==> config.mk <==
export PLATFORM = sky130hd
export DESIGN_NAME = mbd_drive_slave
export DESIGN_NICKNAME = d
export VERILOG_FILES = /design/src/verilog/mbd_pkg.sv /design/src/verilog/mbd_uart_rx.sv /design/src/verilog/mbd_uart_tx.sv /design/src/verilog/mbd_drive_slave.sv
export SDC_FILE = /design/constraint.sdc
export NUM_CORES = 2
export LEC_CHECK = 0
export BUFFER_PORTS_ARGS = -buffer_cell sky130_fd_sc_hd__buf_4
export CAP_MARGIN = 20
export CORE_UTILIZATION = 35
export DETAILED_ROUTE_END_ITERATION = 7
export PLACE_DENSITY_LB_ADDON = 0.12
export RECOVER_POWER = 100
export REMOVE_ABC_BUFFERS = 1
export SLEW_MARGIN = 30
export SYNTH_ARGS = -nofsm -noshare
export SYNTH_HDL_FRONTEND = slang
export SYNTH_HIERARCHICAL = 1
export SYNTH_SLANG_ARGS = --single-unit
export TNS_END_PERCENT = 50
==> constraint.sdc <==
create_clock -name clk -period 19.5 [get_ports clk]
set_input_delay 0 -clock clk [delete_from_list [all_inputs] [get_ports clk]]
set_output_delay 0 -clock clk [all_outputs]
set_load 0.05 [all_outputs]
==> src/verilog/mbd_pkg.sv <==
// shared constants, types and helpers of the drive's serial register slave
package mbd_pkg;
  localparam int CLK_HZ = 10_000_000;

  // rate select codes; code zero is the reset default
  typedef enum logic [2:0] {
    BAUD_115200 = 3'h0,
    BAUD_57600 = 3'h1,
    BAUD_38400 = 3'h2,
    BAUD_19200 = 3'h3,
    BAUD_9600 = 3'h4
  } mbd_baud_e;

  // function codes and exception codes
  localparam logic [7:0] FC_READ = 8'h03;
  localparam logic [7:0] FC_WRITE1 = 8'h06;
  localparam logic [7:0] FC_WRITEN = 8'h10;
  localparam logic [7:0] EXC_FLAG = 8'h80;
  localparam logic [7:0] EXC_NONE = 8'h00;
  localparam logic [7:0] EXC_FUNC = 8'h01;
  localparam logic [7:0] EXC_ADDR = 8'h02;
  localparam logic [7:0] EXC_VALUE = 8'h03;

  // register numbers; wire address plus REG_BASE gives the number
  localparam logic [15:0] REG_BASE = 16'h0001;
  localparam logic [15:0] REG_COMMAND = 16'h0001;
  localparam logic [15:0] REG_SPEED = 16'h0002;
  localparam logic [15:0] REG_GAP3 = 16'h0003;
  localparam logic [15:0] REG_RAMP = 16'h0004;
  localparam logic [15:0] REG_STATUS = 16'h0006;
  localparam logic [15:0] REG_OUTFREQ = 16'h0007;
  localparam logic [15:0] REG_OUTCUR = 16'h0008;
  localparam logic [15:0] REG_DIGIN = 16'h000b;
  localparam logic [15:0] REG_AN1 = 16'h0014;
  localparam logic [15:0] REG_AN2 = 16'h0015;
  localparam logic [15:0] REG_SPDREF = 16'h0016;
  localparam logic [15:0] REG_BUSV = 16'h0017;
  localparam logic [15:0] REG_TEMP = 16'h0018;
  localparam logic [15:0] MULTI_LAST = 16'h0004;
  localparam logic [15:0] PARAM_FIRST = 16'h0084;
  localparam logic [15:0] PARAM_LAST = 16'h00bc;

  // command word bits, value limits, reset values
  localparam int CMD_RUN = 0;
  localparam int CMD_DECEL2 = 1;
  localparam int CMD_FAULTRST = 2;
  localparam int CMD_COAST = 3;
  localparam logic [15:0] SPEED_MAX = 16'h1388;
  localparam logic [15:0] RAMP_MAX = 16'hea60;
  localparam logic [15:0] WORD_RESET = 16'h0000;
  localparam logic [15:0] CRC_INIT = 16'hffff;
  localparam logic [15:0] CRC_POLY = 16'ha001;
  localparam logic [7:0] MIN_FRAME = 8'h08;
  localparam logic [7:0] HDR_WRITEN = 8'h09;
  localparam logic [7:0] EXC_LEN = 8'h05;

  typedef struct packed {
    logic [7:0] driveState;
    logic [7:0] errorCode;
    logic [15:0] outFreq;
    logic [15:0] outCurrent;
    logic [3:0] digIn;
    logic [15:0] analogOne;
    logic [15:0] analogTwo;
    logic [15:0] speedRef;
    logic [15:0] busVolt;
    logic [15:0] heatsink;
  } mbd_status_s;

  typedef struct packed {
    logic runEnable;
    logic decelSel;
    logic faultReset;
    logic coastStop;
    logic [15:0] speedSetpoint;
    logic [15:0] rampTime;
  } mbd_cmd_s;

  function automatic logic [10:0] baudDiv(input logic [2:0] sel);
    case (sel)
      BAUD_57600: baudDiv = 11'(CLK_HZ / 57600);
      BAUD_38400: baudDiv = 11'(CLK_HZ / 38400);
      BAUD_19200: baudDiv = 11'(CLK_HZ / 19200);
      BAUD_9600: baudDiv = 11'(CLK_HZ / 9600);
      default: baudDiv = 11'(CLK_HZ / 115200);
    endcase
  endfunction

  function automatic logic [15:0] crcByte(input logic [15:0] c, input logic [7:0] b);
    logic [15:0] r;
    r = c ^ {8'h00, b};
    for (int i = 0; i < 8; i++) begin
      r = r[0] ? ((r >> 1) ^ CRC_POLY) : (r >> 1);
    end
    crcByte = r;
  endfunction
endpackage

==> src/verilog/mbd_uart_rx.sv <==
// serial character receiver, start, eight data lsb first, stop
`timescale 1ns/10ps
`default_nettype none
module mbd_uart_rx (
  // clock and reset
  input wire logic clk,
  input wire logic rst_n,
  // bit period in clocks
  input wire logic [10:0] divisor,
  // line and received character
  input wire logic rxd,
  output logic [7:0] rxByte,
  output logic rxValid,
  output logic rxError
);
  logic busy;
  logic [3:0] bitIdx;
  logic [10:0] cnt;
  wire tick = busy && cnt == 11'h000;
  wire inStop = bitIdx == 4'h9;

  always_ff @(posedge clk or negedge rst_n) begin
    if (!rst_n) begin
      busy <= 1'b0;
      bitIdx <= 4'h0;
      cnt <= 11'h000;
      rxByte <= 8'h00;
      rxValid <= 1'b0;
      rxError <= 1'b0;
    end else begin
      rxValid <= tick && inStop && rxd;
      rxError <= tick && inStop && !rxd;
      if (!busy) begin
        // first sample lands mid start bit
        busy <= !rxd;
        cnt <= divisor >> 1;
        bitIdx <= 4'h0;
      end else if (tick) begin
        cnt <= divisor - 11'h001;
        bitIdx <= bitIdx + 4'h1;
        if (bitIdx == 4'h0) begin
          busy <= !rxd;
        end else if (!inStop) begin
          rxByte <= {rxd, rxByte[7:1]};
        end else begin
          busy <= 1'b0;
        end
      end else begin
        cnt <= cnt - 11'h001;
      end
    end
  end
endmodule
`default_nettype wire

==> src/verilog/mbd_uart_tx.sv <==
// serial character transmitter, one byte per valid and ready
`timescale 1ns/10ps
`default_nettype none
module mbd_uart_tx (
  // clock and reset
  input wire logic clk,
  input wire logic rst_n,
  // bit period in clocks
  input wire logic [10:0] divisor,
  // byte stream
  input wire logic [7:0] txData,
  input wire logic txValid,
  output logic txReady,
  // line
  output logic txd
);
  logic busy;
  logic [3:0] left;
  logic [10:0] cnt;
  logic [8:0] shift;

  assign txReady = !busy;

  always_ff @(posedge clk or negedge rst_n) begin
    if (!rst_n) begin
      busy <= 1'b0;
      left <= 4'h0;
      cnt <= 11'h000;
      shift <= 9'h1ff;
      txd <= 1'b1;
    end else if (!busy) begin
      if (txValid) begin
        busy <= 1'b1;
        txd <= 1'b0;
        shift <= {1'b1, txData};
        left <= 4'h9;
        cnt <= divisor - 11'h001;
      end
    end else if (cnt != 11'h000) begin
      cnt <= cnt - 11'h001;
    end else if (left == 4'h0) begin
      // stop bit complete
      busy <= 1'b0;
    end else begin
      txd <= shift[0];
      shift <= {1'b1, shift[8:1]};
      left <= left - 4'h1;
      cnt <= divisor - 11'h001;
    end
  end
endmodule
`default_nettype wire

==> src/verilog/mbd_drive_slave.sv <==
// serial register slave of the drive: framing, decode, register file, reply
// Operation
// five rates, 115200 after reset
// start, eight data, stop, no parity
// half duplex; drive line only answering
// code 03 reads contiguous holding registers
// code 06 writes one writable register
// code 16 only for registers 1-4
// command bit 0: stop or run enable
// command bit 1: deceleration ramp select
// command bit 2 requests fault reset
// command bit 3 requests coast stop
// register 2: speed setpoint, hertz times ten
// register 4: ramp time, 0 to 60000
// register 6 low byte: error code
// register 6 high byte: drive state
// register 7: output frequency
// register 8: output current
// register 11: four inputs, input 1 lsb
// registers 20, 21: analog inputs
// register 22: active speed reference
// register 23: bus voltage
// register 24: heatsink temperature
// parameter n at register 128 plus n
// bad crc frame silently dropped
// illegal requests answered with exception
`timescale 1ns/10ps
`default_nettype none
module mbd_drive_slave
  import mbd_pkg::*;
#(
  parameter int BUF_DEPTH = 20,
  parameter int MAX_READ = 16,
  parameter int GAP_BITS = 39,
  parameter int PARAM_COUNT = 57
) (
  // clock and reset
  input wire logic clk,
  input wire logic rst_n,
  // two-wire line
  input wire logic rxd,
  output logic txd,
  output logic txOe,
  // configuration
  input wire logic [7:0] nodeAddr,
  input wire logic [2:0] baudSel,
  // drive side
  input wire mbd_status_s status,
  output mbd_cmd_s command,
  output logic [PARAM_COUNT*16-1:0] paramFile
);
  localparam int CW = $clog2(BUF_DEPTH + 1);
  localparam int PW = $clog2(PARAM_COUNT);

  typedef enum logic [4:0] {
    ST_RX = 5'h01,
    ST_CHK = 5'h02,
    ST_WR = 5'h04,
    ST_TX = 5'h08,
    ST_END = 5'h10
  } mbd_state_e;

  mbd_state_e state;
  logic [2:0] baudReg;
  logic [7:0] frameBuf [BUF_DEPTH];
  logic [CW-1:0] rxCnt;
  logic rxBad;
  logic [15:0] rxCrc;
  logic [15:0] gapCnt;
  logic [7:0] excCode;
  logic [7:0] idx;
  logic [7:0] txPtr;
  logic [15:0] txCrc;
  logic txValid;
  logic [15:0] cmdWord;
  logic [15:0] speedSet;
  logic [15:0] rampReg;
  logic [7:0] rxByte;
  logic rxValid;
  logic rxError;
  logic txReady;
  logic [7:0] txByte;

  // ----------------------------------------------------------------
  // serial framing
  // ----------------------------------------------------------------
  // rate divisor from sampled select
  wire [10:0] divisor = baudDiv(baudReg);

  // character framing
  mbd_uart_rx rxUnit (
    .clk(clk),
    .rst_n(rst_n),
    .divisor(divisor),
    .rxd(rxd),
    .rxByte(rxByte),
    .rxValid(rxValid),
    .rxError(rxError)
  );

  mbd_uart_tx txUnit (
    .clk(clk),
    .rst_n(rst_n),
    .divisor(divisor),
    .txData(txByte),
    .txValid(txValid),
    .txReady(txReady),
    .txd(txd)
  );

  // ----------------------------------------------------------------
  // frame decode
  // ----------------------------------------------------------------
  // own echo is ignored: bytes count only while listening
  wire rxEvent = (state == ST_RX) && (rxValid || rxError);
  wire rxRoom = rxCnt < CW'(BUF_DEPTH);
  wire [15:0] gapLimit = 16'(divisor * GAP_BITS);
  wire gapDone = (state == ST_RX) && rxCnt != '0 && gapCnt >= gapLimit;
  wire [7:0] fc = frameBuf[1];
  wire [15:0] regNum = {frameBuf[2], frameBuf[3]} + REG_BASE;
  wire [15:0] qty = {frameBuf[4], frameBuf[5]};
  wire [7:0] byteCnt = frameBuf[6];
  wire [7:0] rxLen = 8'(rxCnt);
  wire isRead = fc == FC_READ;
  wire isWrN = fc == FC_WRITEN;
  wire [7:0] wantLen = isWrN ? HDR_WRITEN + byteCnt : MIN_FRAME;
  wire [15:0] multiEnd = regNum + qty - 16'h0001;
  wire fcKnown = isRead || isWrN || fc == FC_WRITE1;
  // residue over data and check word is zero
  wire frameOk = rxCrc == 16'h0000 && !rxBad && frameBuf[0] == nodeAddr && rxLen >= MIN_FRAME;

  // request checks before anything is touched
  wire [7:0] excInit =
    !fcKnown ? EXC_FUNC :
    rxLen != wantLen ? EXC_VALUE :
    isRead && (qty == 16'h0000 || qty > 16'(MAX_READ)) ? EXC_VALUE :
    isWrN && (qty == 16'h0000 || 16'(byteCnt) != qty << 1) ? EXC_VALUE :
    // multi write confined to 1..4
    isWrN && multiEnd > MULTI_LAST ? EXC_ADDR :
    EXC_NONE;

  // ----------------------------------------------------------------
  // per register walk
  // ----------------------------------------------------------------
  wire [15:0] curReg = regNum + 16'(idx);
  wire [CW-1:0] valPtr = CW'(7 + 2 * int'(idx));
  wire [15:0] curVal = isWrN ? {frameBuf[valPtr], frameBuf[valPtr + CW'(1)]} : qty;
  wire [15:0] lastIdx = isWrN || isRead ? qty - 16'h0001 : 16'h0000;
  wire idxLast = 16'(idx) == lastIdx;
  wire curParam = curReg >= PARAM_FIRST && curReg <= PARAM_LAST;
  wire curFixedRo = curReg == REG_STATUS || curReg == REG_OUTFREQ || curReg == REG_OUTCUR ||
    curReg == REG_DIGIN || (curReg >= REG_AN1 && curReg <= REG_TEMP);
  wire curWritable = curReg == REG_COMMAND || curReg == REG_SPEED || curReg == REG_RAMP ||
    curParam;
  wire curValOk = !(curReg == REG_SPEED && curVal > SPEED_MAX) &&
    !(curReg == REG_RAMP && curVal > RAMP_MAX);
  // register 3 inside a multi write is skipped, not refused
  wire skipGap = isWrN && curReg == REG_GAP3;
  // read range must be fully mapped
  wire [7:0] chkCode =
    isRead ? ((curWritable || curFixedRo) ? EXC_NONE : EXC_ADDR) :
    skipGap ? EXC_NONE :
    // writes only to writable registers
    !curWritable ? EXC_ADDR :
    !curValOk ? EXC_VALUE : EXC_NONE;

  wire wrEn = state == ST_WR && !skipGap;

  // ----------------------------------------------------------------
  // reply assembly
  // ----------------------------------------------------------------
  wire isExc = excCode != EXC_NONE;
  wire [7:0] respLen = isExc ? EXC_LEN : isRead ? EXC_LEN + 8'(qty << 1) : MIN_FRAME;
  wire [7:0] bodyLen = respLen - 8'h02;
  wire [7:0] dataOff = txPtr - 8'h03;
  wire [15:0] rdReg = regNum + 16'(dataOff >> 1);
  wire [15:0] pOff = rdReg - PARAM_FIRST;
  wire [15:0] rdParam = paramFile[{pOff[PW-1:0], 4'h0} +: 16];
  logic [15:0] rdWord;

  always_comb begin
    case (rdReg)
      REG_COMMAND: rdWord = cmdWord;
      REG_SPEED: rdWord = speedSet;
      REG_RAMP: rdWord = rampReg;
      // error low, state high
      REG_STATUS: rdWord = {status.driveState, status.errorCode};
      // output frequency
      REG_OUTFREQ: rdWord = status.outFreq;
      // output current
      REG_OUTCUR: rdWord = status.outCurrent;
      // input 1 in bit 0
      REG_DIGIN: rdWord = {12'h000, status.digIn};
      // analog levels
      REG_AN1: rdWord = status.analogOne;
      REG_AN2: rdWord = status.analogTwo;
      // active reference
      REG_SPDREF: rdWord = status.speedRef;
      // bus voltage
      REG_BUSV: rdWord = status.busVolt;
      // heatsink temperature
      REG_TEMP: rdWord = status.heatsink;
      // parameter window
      default: rdWord = (rdReg >= PARAM_FIRST && rdReg <= PARAM_LAST) ? rdParam : 16'h0000;
    endcase
  end

  assign txByte =
    txPtr == bodyLen ? txCrc[7:0] :
    txPtr > bodyLen ? txCrc[15:8] :
    txPtr == 8'h00 ? nodeAddr :
    txPtr == 8'h01 ? (isExc ? fc | EXC_FLAG : fc) :
    isExc ? excCode :
    !isRead ? frameBuf[CW'(txPtr)] :
    txPtr == 8'h02 ? 8'(qty << 1) :
    dataOff[0] ? rdWord[7:0] : rdWord[15:8];
  wire txAcc = txValid && txReady;
  wire txLast = txAcc && txPtr == respLen - 8'h01;

  // ----------------------------------------------------------------
  // sequencer
  // ----------------------------------------------------------------
  always_ff @(posedge clk or negedge rst_n) begin
    if (!rst_n) begin
      state <= ST_RX;
      excCode <= EXC_NONE;
      idx <= 8'h00;
      txPtr <= 8'h00;
      txCrc <= CRC_INIT;
      txValid <= 1'b0;
      txOe <= 1'b0;
    end else begin
      case (state)
        ST_RX: begin
          if (gapDone && frameOk) begin
            state <= ST_CHK;
            excCode <= excInit;
            idx <= 8'h00;
          end
        end
        ST_CHK: begin
          if (isExc || chkCode != EXC_NONE || (idxLast && isRead)) begin
            excCode <= isExc ? excCode : chkCode;
            state <= ST_TX;
            txPtr <= 8'h00;
            txCrc <= CRC_INIT;
            txValid <= 1'b1;
            // driver on only for the reply
            txOe <= 1'b1;
          end else if (idxLast) begin
            state <= ST_WR;
            idx <= 8'h00;
          end else begin
            idx <= idx + 8'h01;
          end
        end
        ST_WR: begin
          idx <= idx + 8'h01;
          if (idxLast) begin
            state <= ST_TX;
            txPtr <= 8'h00;
            txCrc <= CRC_INIT;
            txValid <= 1'b1;
            txOe <= 1'b1;
          end
        end
        ST_TX: begin
          if (txAcc) begin
            txPtr <= txPtr + 8'h01;
            if (txPtr < bodyLen) begin
              txCrc <= crcByte(txCrc, txByte);
            end
          end
          if (txLast) begin
            txValid <= 1'b0;
            state <= ST_END;
          end
        end
        ST_END: begin
          // release only after the stop bit has left
          if (txReady) begin
            txOe <= 1'b0;
            state <= ST_RX;
          end
        end
        default: state <= ST_RX;
      endcase
    end
  end

  // ----------------------------------------------------------------
  // receive buffer
  // ----------------------------------------------------------------
  always_ff @(posedge clk or negedge rst_n) begin
    if (!rst_n) begin
      baudReg <= BAUD_115200;
      rxCnt <= '0;
      rxBad <= 1'b0;
      rxCrc <= CRC_INIT;
      gapCnt <= 16'h0000;
    end else begin
      baudReg <= baudSel;
      if (gapDone || state != ST_RX) begin
        // bad frames leave no trace
        rxCnt <= '0;
        rxBad <= 1'b0;
        rxCrc <= CRC_INIT;
        gapCnt <= 16'h0000;
      end else if (rxEvent) begin
        gapCnt <= 16'h0000;
        rxCnt <= rxRoom ? rxCnt + CW'(1) : rxCnt;
        rxBad <= rxBad || rxError || !rxRoom;
        rxCrc <= crcByte(rxCrc, rxByte);
      end else if (gapCnt != gapLimit) begin
        gapCnt <= gapCnt + 16'h0001;
      end
    end
  end

  // data storage, no reset needed
  always_ff @(posedge clk) begin
    if (rxEvent && rxRoom) begin
      frameBuf[rxCnt] <= rxByte;
    end
  end

  // ----------------------------------------------------------------
  // register file
  // ----------------------------------------------------------------
  always_ff @(posedge clk or negedge rst_n) begin
    if (!rst_n) begin
      cmdWord <= WORD_RESET;
      speedSet <= WORD_RESET;
      rampReg <= WORD_RESET;
    end else if (wrEn) begin
      if (curReg == REG_COMMAND) begin
        cmdWord <= curVal;
      end
      // setpoint stored as written
      if (curReg == REG_SPEED) begin
        speedSet <= curVal;
      end
      // ramp time, range checked earlier
      if (curReg == REG_RAMP) begin
        rampReg <= curVal;
      end
    end
  end

  genvar gi;
  generate
    for (gi = 0; gi < PARAM_COUNT; gi++) begin : gParam
      // one word per parameter
      always_ff @(posedge clk or negedge rst_n) begin
        if (!rst_n) begin
          paramFile[gi*16 +: 16] <= WORD_RESET;
        end else if (wrEn && curReg == PARAM_FIRST + 16'(gi)) begin
          paramFile[gi*16 +: 16] <= curVal;
        end
      end
    end
  endgenerate

  // command bits to the drive
  assign command.runEnable = cmdWord[CMD_RUN];
  assign command.decelSel = cmdWord[CMD_DECEL2];
  assign command.faultReset = cmdWord[CMD_FAULTRST];
  assign command.coastStop = cmdWord[CMD_COAST];
  assign command.speedSetpoint = speedSet;
  assign command.rampTime = rampReg;
endmodule
`default_nettype wire

# Word level (Yosys, flattened, before mapping)
# Memory sizes are Yosys's and may differ from the RTL's.
# Index checks and enable logic that the tools add are counted.
[classes]
n_addsub = 23
mul = 1
n_div = 0
order_cmp = 15
eq_ne = 114
shift = 1
muxes = 113
bitwise_logic = 20
reduce_logical = 140
[op_table]
columns = ["operator", "count"]
rows = [
  ["equality test 16 x 8 -> 1 bit, second input constant", 57],
  ["indexed part select 912 x 11 -> 16 bit", 1],
  ["two-way mux 16 bit", 28],
  ["one-hot mux 16 bit (12 select lines)", 1],
  ["two-way mux 8 bit", 21],
  ["equality test 16 x 3 -> 1 bit, second input constant", 6],
  ["logical AND 1 bit", 83],
  ["equality test 16 x 5 -> 1 bit, second input constant", 5],
  ["two-way mux 11 bit", 6],
  ["equality test 16 x 4 -> 1 bit, second input constant", 4],
  ["equality test 16 x 2 -> 1 bit, second input constant", 3],
  ["NOT 2 -> 3 bit", 16],
  ["one-hot mux 16 bit (3 select lines)", 1],
  ["one-hot mux 8 bit (3 select lines)", 2],
  ["two-way mux 5 bit", 9],
  ["one-hot mux 11 bit (4 select lines)", 1],
  ["two-way mux 9 bit", 4],
  ["subtractor 11 x 1 -> 11 bit, second input constant", 3],
  ["adder 16 x 1 -> 16 bit, second input constant", 2],
  ["equality test 16 x 1 -> 1 bit, second input constant", 2],
  ["greater-or-equal comparator 16 x 8 -> 1 bit, second input constant", 2],
  ["<= comparator 16 x 8 -> 1 bit, second input constant", 2],
  ["logical NOT 16 bit", 2],
  ["subtractor 16 x 1 -> 16 bit, second input constant", 2],
  ["69 further kinds", 164],
]
[word_totals]
reg_bits = 1100
latch_bits = 0
ramBits = 160
mem_bits_ro = 0
output_inout_bits = 950
elab_cells = 511
memories = 1
[memory_table]
columns = ["name", "words", "word_bits", "read_ports", "rd_clocked_by_memory_dff", "write_ports", "line", "text"]
rows = [
  ["frameBuf", 20, 8, 10, 0, 1, "mbd_drive_slave.sv:65", "logic [7:0] frameBuf [BUF_DEPTH];"],
]

# Longest topological paths before layout
# An unclocked memory read counts as a cell.
[logic_depth]
word_depth = 35
mapped_depth = 40
ltp_nobuf = 38

# Modules after synthesis
# Netlist, hierarchy kept.
[by_module_without_submodules]
columns = ["module", "n_inst", "cells_each", "area_per_inst_um2", "seq_area_each_um2"]
rows = [
  ["mbd_drive_slave", 1, 5964, 63204.4, 31881.8],
  ["mbd_uart_tx", 1, 175, 1579.0, 636.9],
  ["mbd_uart_rx", 1, 137, 1465.2, 650.6],
]

# Least setup slack after synthesis
# Ideal clock, no wire load.
[synth_timing]
kind = "reg2reg"
startpoint = "reg txPtr[0]"
endpoint = "reg txCrc[0]"
setup_time_ps = 75
t_arrival_ps = 7681
setup_slack_ps = 11744
path_stages_with_launch = 33
n_path_buf = 12
synth_period_minus_slack_ps = 7756
cell_sequence = "dfrtp_1 clkbuf_1 buf_2 buf_1 inv_1 buf_1 ha_1 ha_1 inv_1 fa_1 xnor2_1 inv_1 buf_2 buf_2 buf_2 buf_2 ha_1 xnor3_1 buf_2 buf_4 buf_4 buf_2 nand2_1 a32o_1 a221o_1 mux4_2 o21ai_0 a2bb2oi_1 xor2_1 nand2_1 xnor2_1 xnor3_1 a2bb2oi_1"
[synth_via]
elab_chain_cells = 27
word_cells_on_any_way = 57
cone_classes = "add/sub (3); order compare (4); eq/ne (16); shift (1); mux (21); bitwise (8); reduce/logical (3); memory (1)"
[synth_lines]
columns = ["element", "line", "text"]
rows = [
  ["start: declaration", "mbd_drive_slave.sv:72", "logic [7:0] txPtr;"],
  ["start signal: assignment", "mbd_drive_slave.sv:269", "txPtr <= txPtr + 8'h01;"],
  ["subtractor 8 x 2 -> 8 bit", "mbd_drive_slave.sv:175", "wire [7:0] dataOff = txPtr - 8'h03;"],
  ["adder 16 x 7 -> 16 bit", "mbd_drive_slave.sv:176", "wire [15:0] rdReg = regNum + 16'(dataOff >> 1);"],
  ["subtractor 6 x 3 -> 6 bit (tied with other cells)", "mbd_drive_slave.sv:177", "wire [15:0] pOff = rdReg - PARAM_FIRST;"],
  ["indexed part select 912 x 11 -> 16 bit or logical AND 1 bit (tied branches)", "mbd_drive_slave.sv:178, mbd_drive_slave.sv:204", ""],
  ["two-way mux 16 bit", "mbd_drive_slave.sv:204", "default: rdWord = (rdReg >= PARAM_FIRST && rdReg <= PARAM_LAST) ? rdParam : 16'h0000;"],
  ["one-hot mux 16 bit (12 select lines)", "mbd_drive_slave.sv:182", "case (rdReg)"],
  ["two-way mux 8 bit", "mbd_drive_slave.sv:216", "dataOff[0] ? rdWord[7:0] : rdWord[15:8];"],
  ["two-way mux 8 bit", "mbd_drive_slave.sv:215", "txPtr == 8'h02 ? 8'(qty << 1) :"],
  ["(+5 left out)", "n/a", ""],
  ["two-way mux 8 bit", "mbd_drive_slave.sv:209", "txPtr == bodyLen ? txCrc[7:0] :"],
  ["XOR 16 x 8 -> 16 bit", "mbd_pkg.sv:91", "r = c ^ {8'h00, b};"],
  ["two-way mux 16 bit or NOT 2 -> 3 bit (tied branches) (6 in a row)", "n/a", ""],
  ["NOT 2 -> 3 bit (no source line) or two-way mux 16 bit (tied branches)", "n/a", ""],
  ["two-way mux 16 bit (2 in a row)", "mbd_pkg.sv:93", "r = r[0] ? ((r >> 1) ^ CRC_POLY) : (r >> 1);"],
  ["two-way mux 16 bit", "mbd_drive_slave.sv:270", "if (txPtr < bodyLen) begin"],
  ["two-way mux 16 bit", "mbd_drive_slave.sv:268", "if (txAcc) begin"],
  ["one-hot mux 16 bit (3 select lines)", "mbd_drive_slave.sv:233", "case (state)"],
  ["end signal: assignment", "mbd_drive_slave.sv:271", "txCrc <= crcByte(txCrc, txByte);"],
  ["end: declaration", "mbd_drive_slave.sv:73", "logic [15:0] txCrc;"],
]
# Parallel ways exist; a longest one is shown, timed or not. The select of a mux whose other input is x is not followed.
# A chain may end at the register's enable or synchronous reset.

# Final worst setup path
[layout_timing]
startpoint = "reg txPtr[1]"
endpoint = "reg txCrc[0]"
# The elaborated chain is that of the path after synthesis.

==> impl_summary.md <==
Critical path
The arrival time at the worst endpoint is 13.89 ns. Data on the critical path is required at its endpoint by 20.24 ns. The endpoint class of the critical path is a flop. The sort of element at the start of the critical path is a flop. Of all nets on the critical path, the largest fanout is 36. The critical path is of the flop to flop type.

Final layout
Of the cells placed in the final design, the portion with a size suffix greater than 1 is 0.1292. The fraction of the core area covered by cells at the end of the flow is 0.4180. Fill cells in the final layout number 18,860. In the final design database the tool counted 7,516 nets. From synthesis to final layout, the design area changed by 18.50%.

STA
The headroom to the max-slew limit is -2.342. At the pin with the least slew margin, the transition time is 5.013 ns. In the finished design, the share of the clock period the worst path needs comes to 0.6744.

The final-report max-slew violation count is 2,694. The number of endpoints with negative hold slack in the final report is 0. The final clock skew is 0.06163 ns.

Setup repair after global routing left no endpoint under its margin. The shortest clock period the worst path allows after layout is 13.15 ns. The post-route setup TNS is 0 ns. The setup-violating endpoint count in the final report is 0. The highest clock frequency the design can meet is 76.04 MHz.

CTS
Counting the buffers created by CTS gives 150. The clock tree root buffer cell is clkbuf_16. The H-tree generated during clock tree synthesis spans 4 levels.

Counting along the longest clock path gives a buffer depth of 3. The number of sinks on the clock net is 1,285. The clock transition time at the flip-flop clock pins of the worst setup and hold paths is 0.06 ns.

TritonCTS built the clock tree. Post-CTS timing repair inserted 0 buffers for setup. The clock latency of the later-clocked register in the worst-skew pair is 0.84 ns.

Yosys
The number of enable-type register cells in the synthesized netlist is 192. The average size of a mapped cell is 10.56 sq um. By area the synthesized netlist is led by dfrtp_1 (40%), mux4_2 (11%), edfxtp_1 (8.7%).

The post-synthesis cell type with the largest combined area is dfrtp_1. After synthesis, the largest family of logic cells by area is compound AO/OA/AOI/OAI gates. Yosys printed 6 warnings. After synthesis the cells add up to 66,250 sq um. The share of synthesized area in the top cell type comes to 0.3970.

The distinct cell type count after synthesis is 113. Sorting the synthesized cells by how often they occur yields nand2_1 (1,166), dfrtp_1 (1,051), o21ai_0 (1,007). The area share of and/or/nand/nor cells after synthesis is 0.1258. The sequential-to-total area share from yosys stat is 0.5007. The compound-gate portion of the synthesized area is 0.1439. In the post-synthesis netlist, the cell with the most instances is nand2_1.

The total of flip-flops plus latches after synthesis is 1,285. Counting flops with an async set or reset pin after synthesis yields a share of 0.8506. The number of cells produced by synthesis is 6,276. The synthesized-area fraction occupied by xor and xnor cells is 0.02472. After synthesis, the share of cell area in mux cells is 0.1365.

Of the total synthesized cell area, the portion taken by full adders, half adders and majority gates is 0.02822. The commonest register cell after synthesis is dfrtp_1.

Power
The sequential fraction of design power is 0.463. The internal portion of the total power is 4.606 mW. The power consumption is 6.070 mW. For this design the total switching power over the nets is 1.463 mW.

For this design the static power due to leakage is 31.81 nW. The part of the power in combinational logic is 0.049. IR analysis of the VDD net gives a maximum drop of 65.93 uV. The clock share of power is 0.488. For this design the ratio of total power to cell area is 77.32 nW/um^2. Of the total power, the share spent switching nets is 0.2411.

Status
The run finished, with violations left. The final reports fail on design-rule violations, max-capacitance violations, max-slew violations.

Global route
In the global route stage, overall resource usage came out at 0.3335. The global-route wire length before repair is 449,800 microns. The total congestion overflow after global routing is 0.

The via count of the first global-routing pass is 53,820. The number of antenna violations at the first check in global routing is 20. The pin count of the biggest net entering global routing is 127.

Placed design
The placed wire-length estimate after detailed placement is 240,000 microns. During placement, the flow inserted port buffers numbering 1,095. The final RePlAce weighted congestion is 0.9486.

Route
The routed length per instance is 32.91 microns. The detailed router finished its first iteration with 5,981 violations. The overall via count from detail_route is 56,760.

For this block, the routed nets add up to 324,400 microns of wire. In the routed layout, each cell is associated on average with a via count of 5.758. In the routed design, unresolved DRC markers number 8. The number of optimization iterations in the first detailed-route pass is 8. In this run the remaining antenna-violating nets after routing total 0.

Floorplan
For this design the top-level I/O count stands at 1,096. The row count is 159. The initial standard-cell utilization of the core is 0.3528. The total core area is 187,800 sq um. The overall die area is 191,000 sq um.

The floorplan step set the die width to 437.1 microns. The vertical extent of the die is 437.1 microns.

Hold path
The worst hold-check path type is primary input to flop.

Flow run
The total of max-cap violations is 71.
[power groups by stage]
stage	Combinational (mW)	Clock [mW]	Sequential, mW
5_1_grt	0.338	3.10	2.81
3_5_place_dp	0.305	0	2.86
2_1_floorplan	0.170	0	2.85
6_report	0.299	2.96	2.81
3_3_place_gp	0.301	0	2.86
4_1_cts	0.310	3.00	2.81
[kinds of logic after synthesis]
family                     after synthesis
AOI/OAI and AO/OA                     1642
xor gates and xnor gates               183
adders and majority gates              141
buffers and inverters                  656
DFF                                   1285
muxes                                  476
other                                    1
and+or+nand+nor                       1892
[stage by stage]
stage	cells	setup WS [ns]	instance area [sq um]	hold WS (ns)
2_1_floorplan	5815	4.128	64320	-0.2956
3_3_place_gp	9556	10.65	77210	0.09955
3_5_place_dp	9557	10.54	77310	0.1095
4_1_cts	9848	10.49	82630	0.01734
5_1_grt	9850	5.626	78480	0.05185
6_report	9858	6.348	78500	0.07604
[placed cells by master, fill, tap and decap left out, types with 27 or more instances in the layout]
| cell type | count |
|---|---|
| edfxtp_1 | 192 |
| a22oi_1 | 55 |
| clkbuf_8 | 45 |
| dfrtp_1 | 1049 |
| nand2_1 | 1165 |
| and3_1 | 27 |
| conb_1 | 33 |
| mux2i_1 | 97 |
| nor3_1 | 80 |
| xor2_1 | 59 |
| nor4_1 | 41 |
| nor2_1 | 249 |
| mux4_2 | 338 |
| xnor2_1 | 120 |
| clkbuf_16 | 154 |
| buf_4 | 214 |
| a21oi_1 | 218 |
| nand4_1 | 44 |
| ha_1 | 126 |
| clkbuf_1 | 1057 |
| dfstp_2 | 42 |
| inv_1 | 156 |
| nand3_1 | 109 |
| o21ai_0 | 1009 |
[flip-flops by register name (all words and copies together) (netlist names), 8 cells and up]
name,flops
paramFile,912
frameBuf,192
cmdWord,16
gapCnt,16
rampReg,16
rxCrc,16
speedSet,16
txCrc,16
rxUnit/cnt,11
txUnit/cnt,11
idx,8
rxUnit/rxByte,8
txPtr,8
txUnit/shift,8
[worst paths after layout]
kind	slack (ns)	to	depth (start not counted)	startpoint
hold reg to reg	0.48	txUnit/txd	2	txUnit/txd
min in group asynchronous	2.25	paramFile[105]	4	rst_n
hold / removal	0.08	rxUnit/busy	3	rxd
max in group asynchronous	8.40	paramFile[892]	8	rst_n
setup / recovery	6.35	txCrc[0]	23	txPtr[1]
setup reg to reg	6.35	txCrc[0]	23	txPtr[1]
[area by class of cell]
cell class,count,area (sq um),share of cell area
repair buffers,1262,5695,0.07255
multi-input cells,4367,30720,0.3913
diodes,10,25.02,0.0003188
flip-flops and latches,1285,33170,0.4226
inverters,163,613.1,0.007810
clock inverters,47,566.8,0.007220
clock buffers,229,4586,0.05841
well taps,2495,3122,0.03977
[critical path, cell delays in order, from the launching register on]
cell        delay [ns]
dfrtp_1           1.20
inv_1             0.27
ha_1              0.41
ha_1              0.22
inv_1             0.08
fa_4              0.52
xnor2_1           0.18
buf_4             0.51
clkinvlp_2        1.38
ha_1              0.77
xnor3_1           0.82
clkbuf_1          1.10
clkbuf_1          1.91
mux4_2            0.72
a2111oi_0         0.48
a211oi_1          0.14
a2bb2oi_1         0.18
o31ai_1           0.43
xor2_1            0.32
a21oi_1           0.06
or2_2             0.33
xnor2_1           0.41
xnor3_1           0.40
a2bb2oi_1         0.13
[metal layers]
metal	up-vias	GRT usage	routed length [microns]
li1	24520	-	-
met1	29010	0.4260	126500
met2	2553	0.5218	148100
met3	671	0.08952	28440
met4	4	0.1642	21180
met5	-	0	174
[timing repair]
action	4_1_cts	5_1_grt
resized for setup	0	0
endpoints found under the hold margin	165	0
hold buffers	15	0
Note: power is estimated with default switching activity, not from simulation.
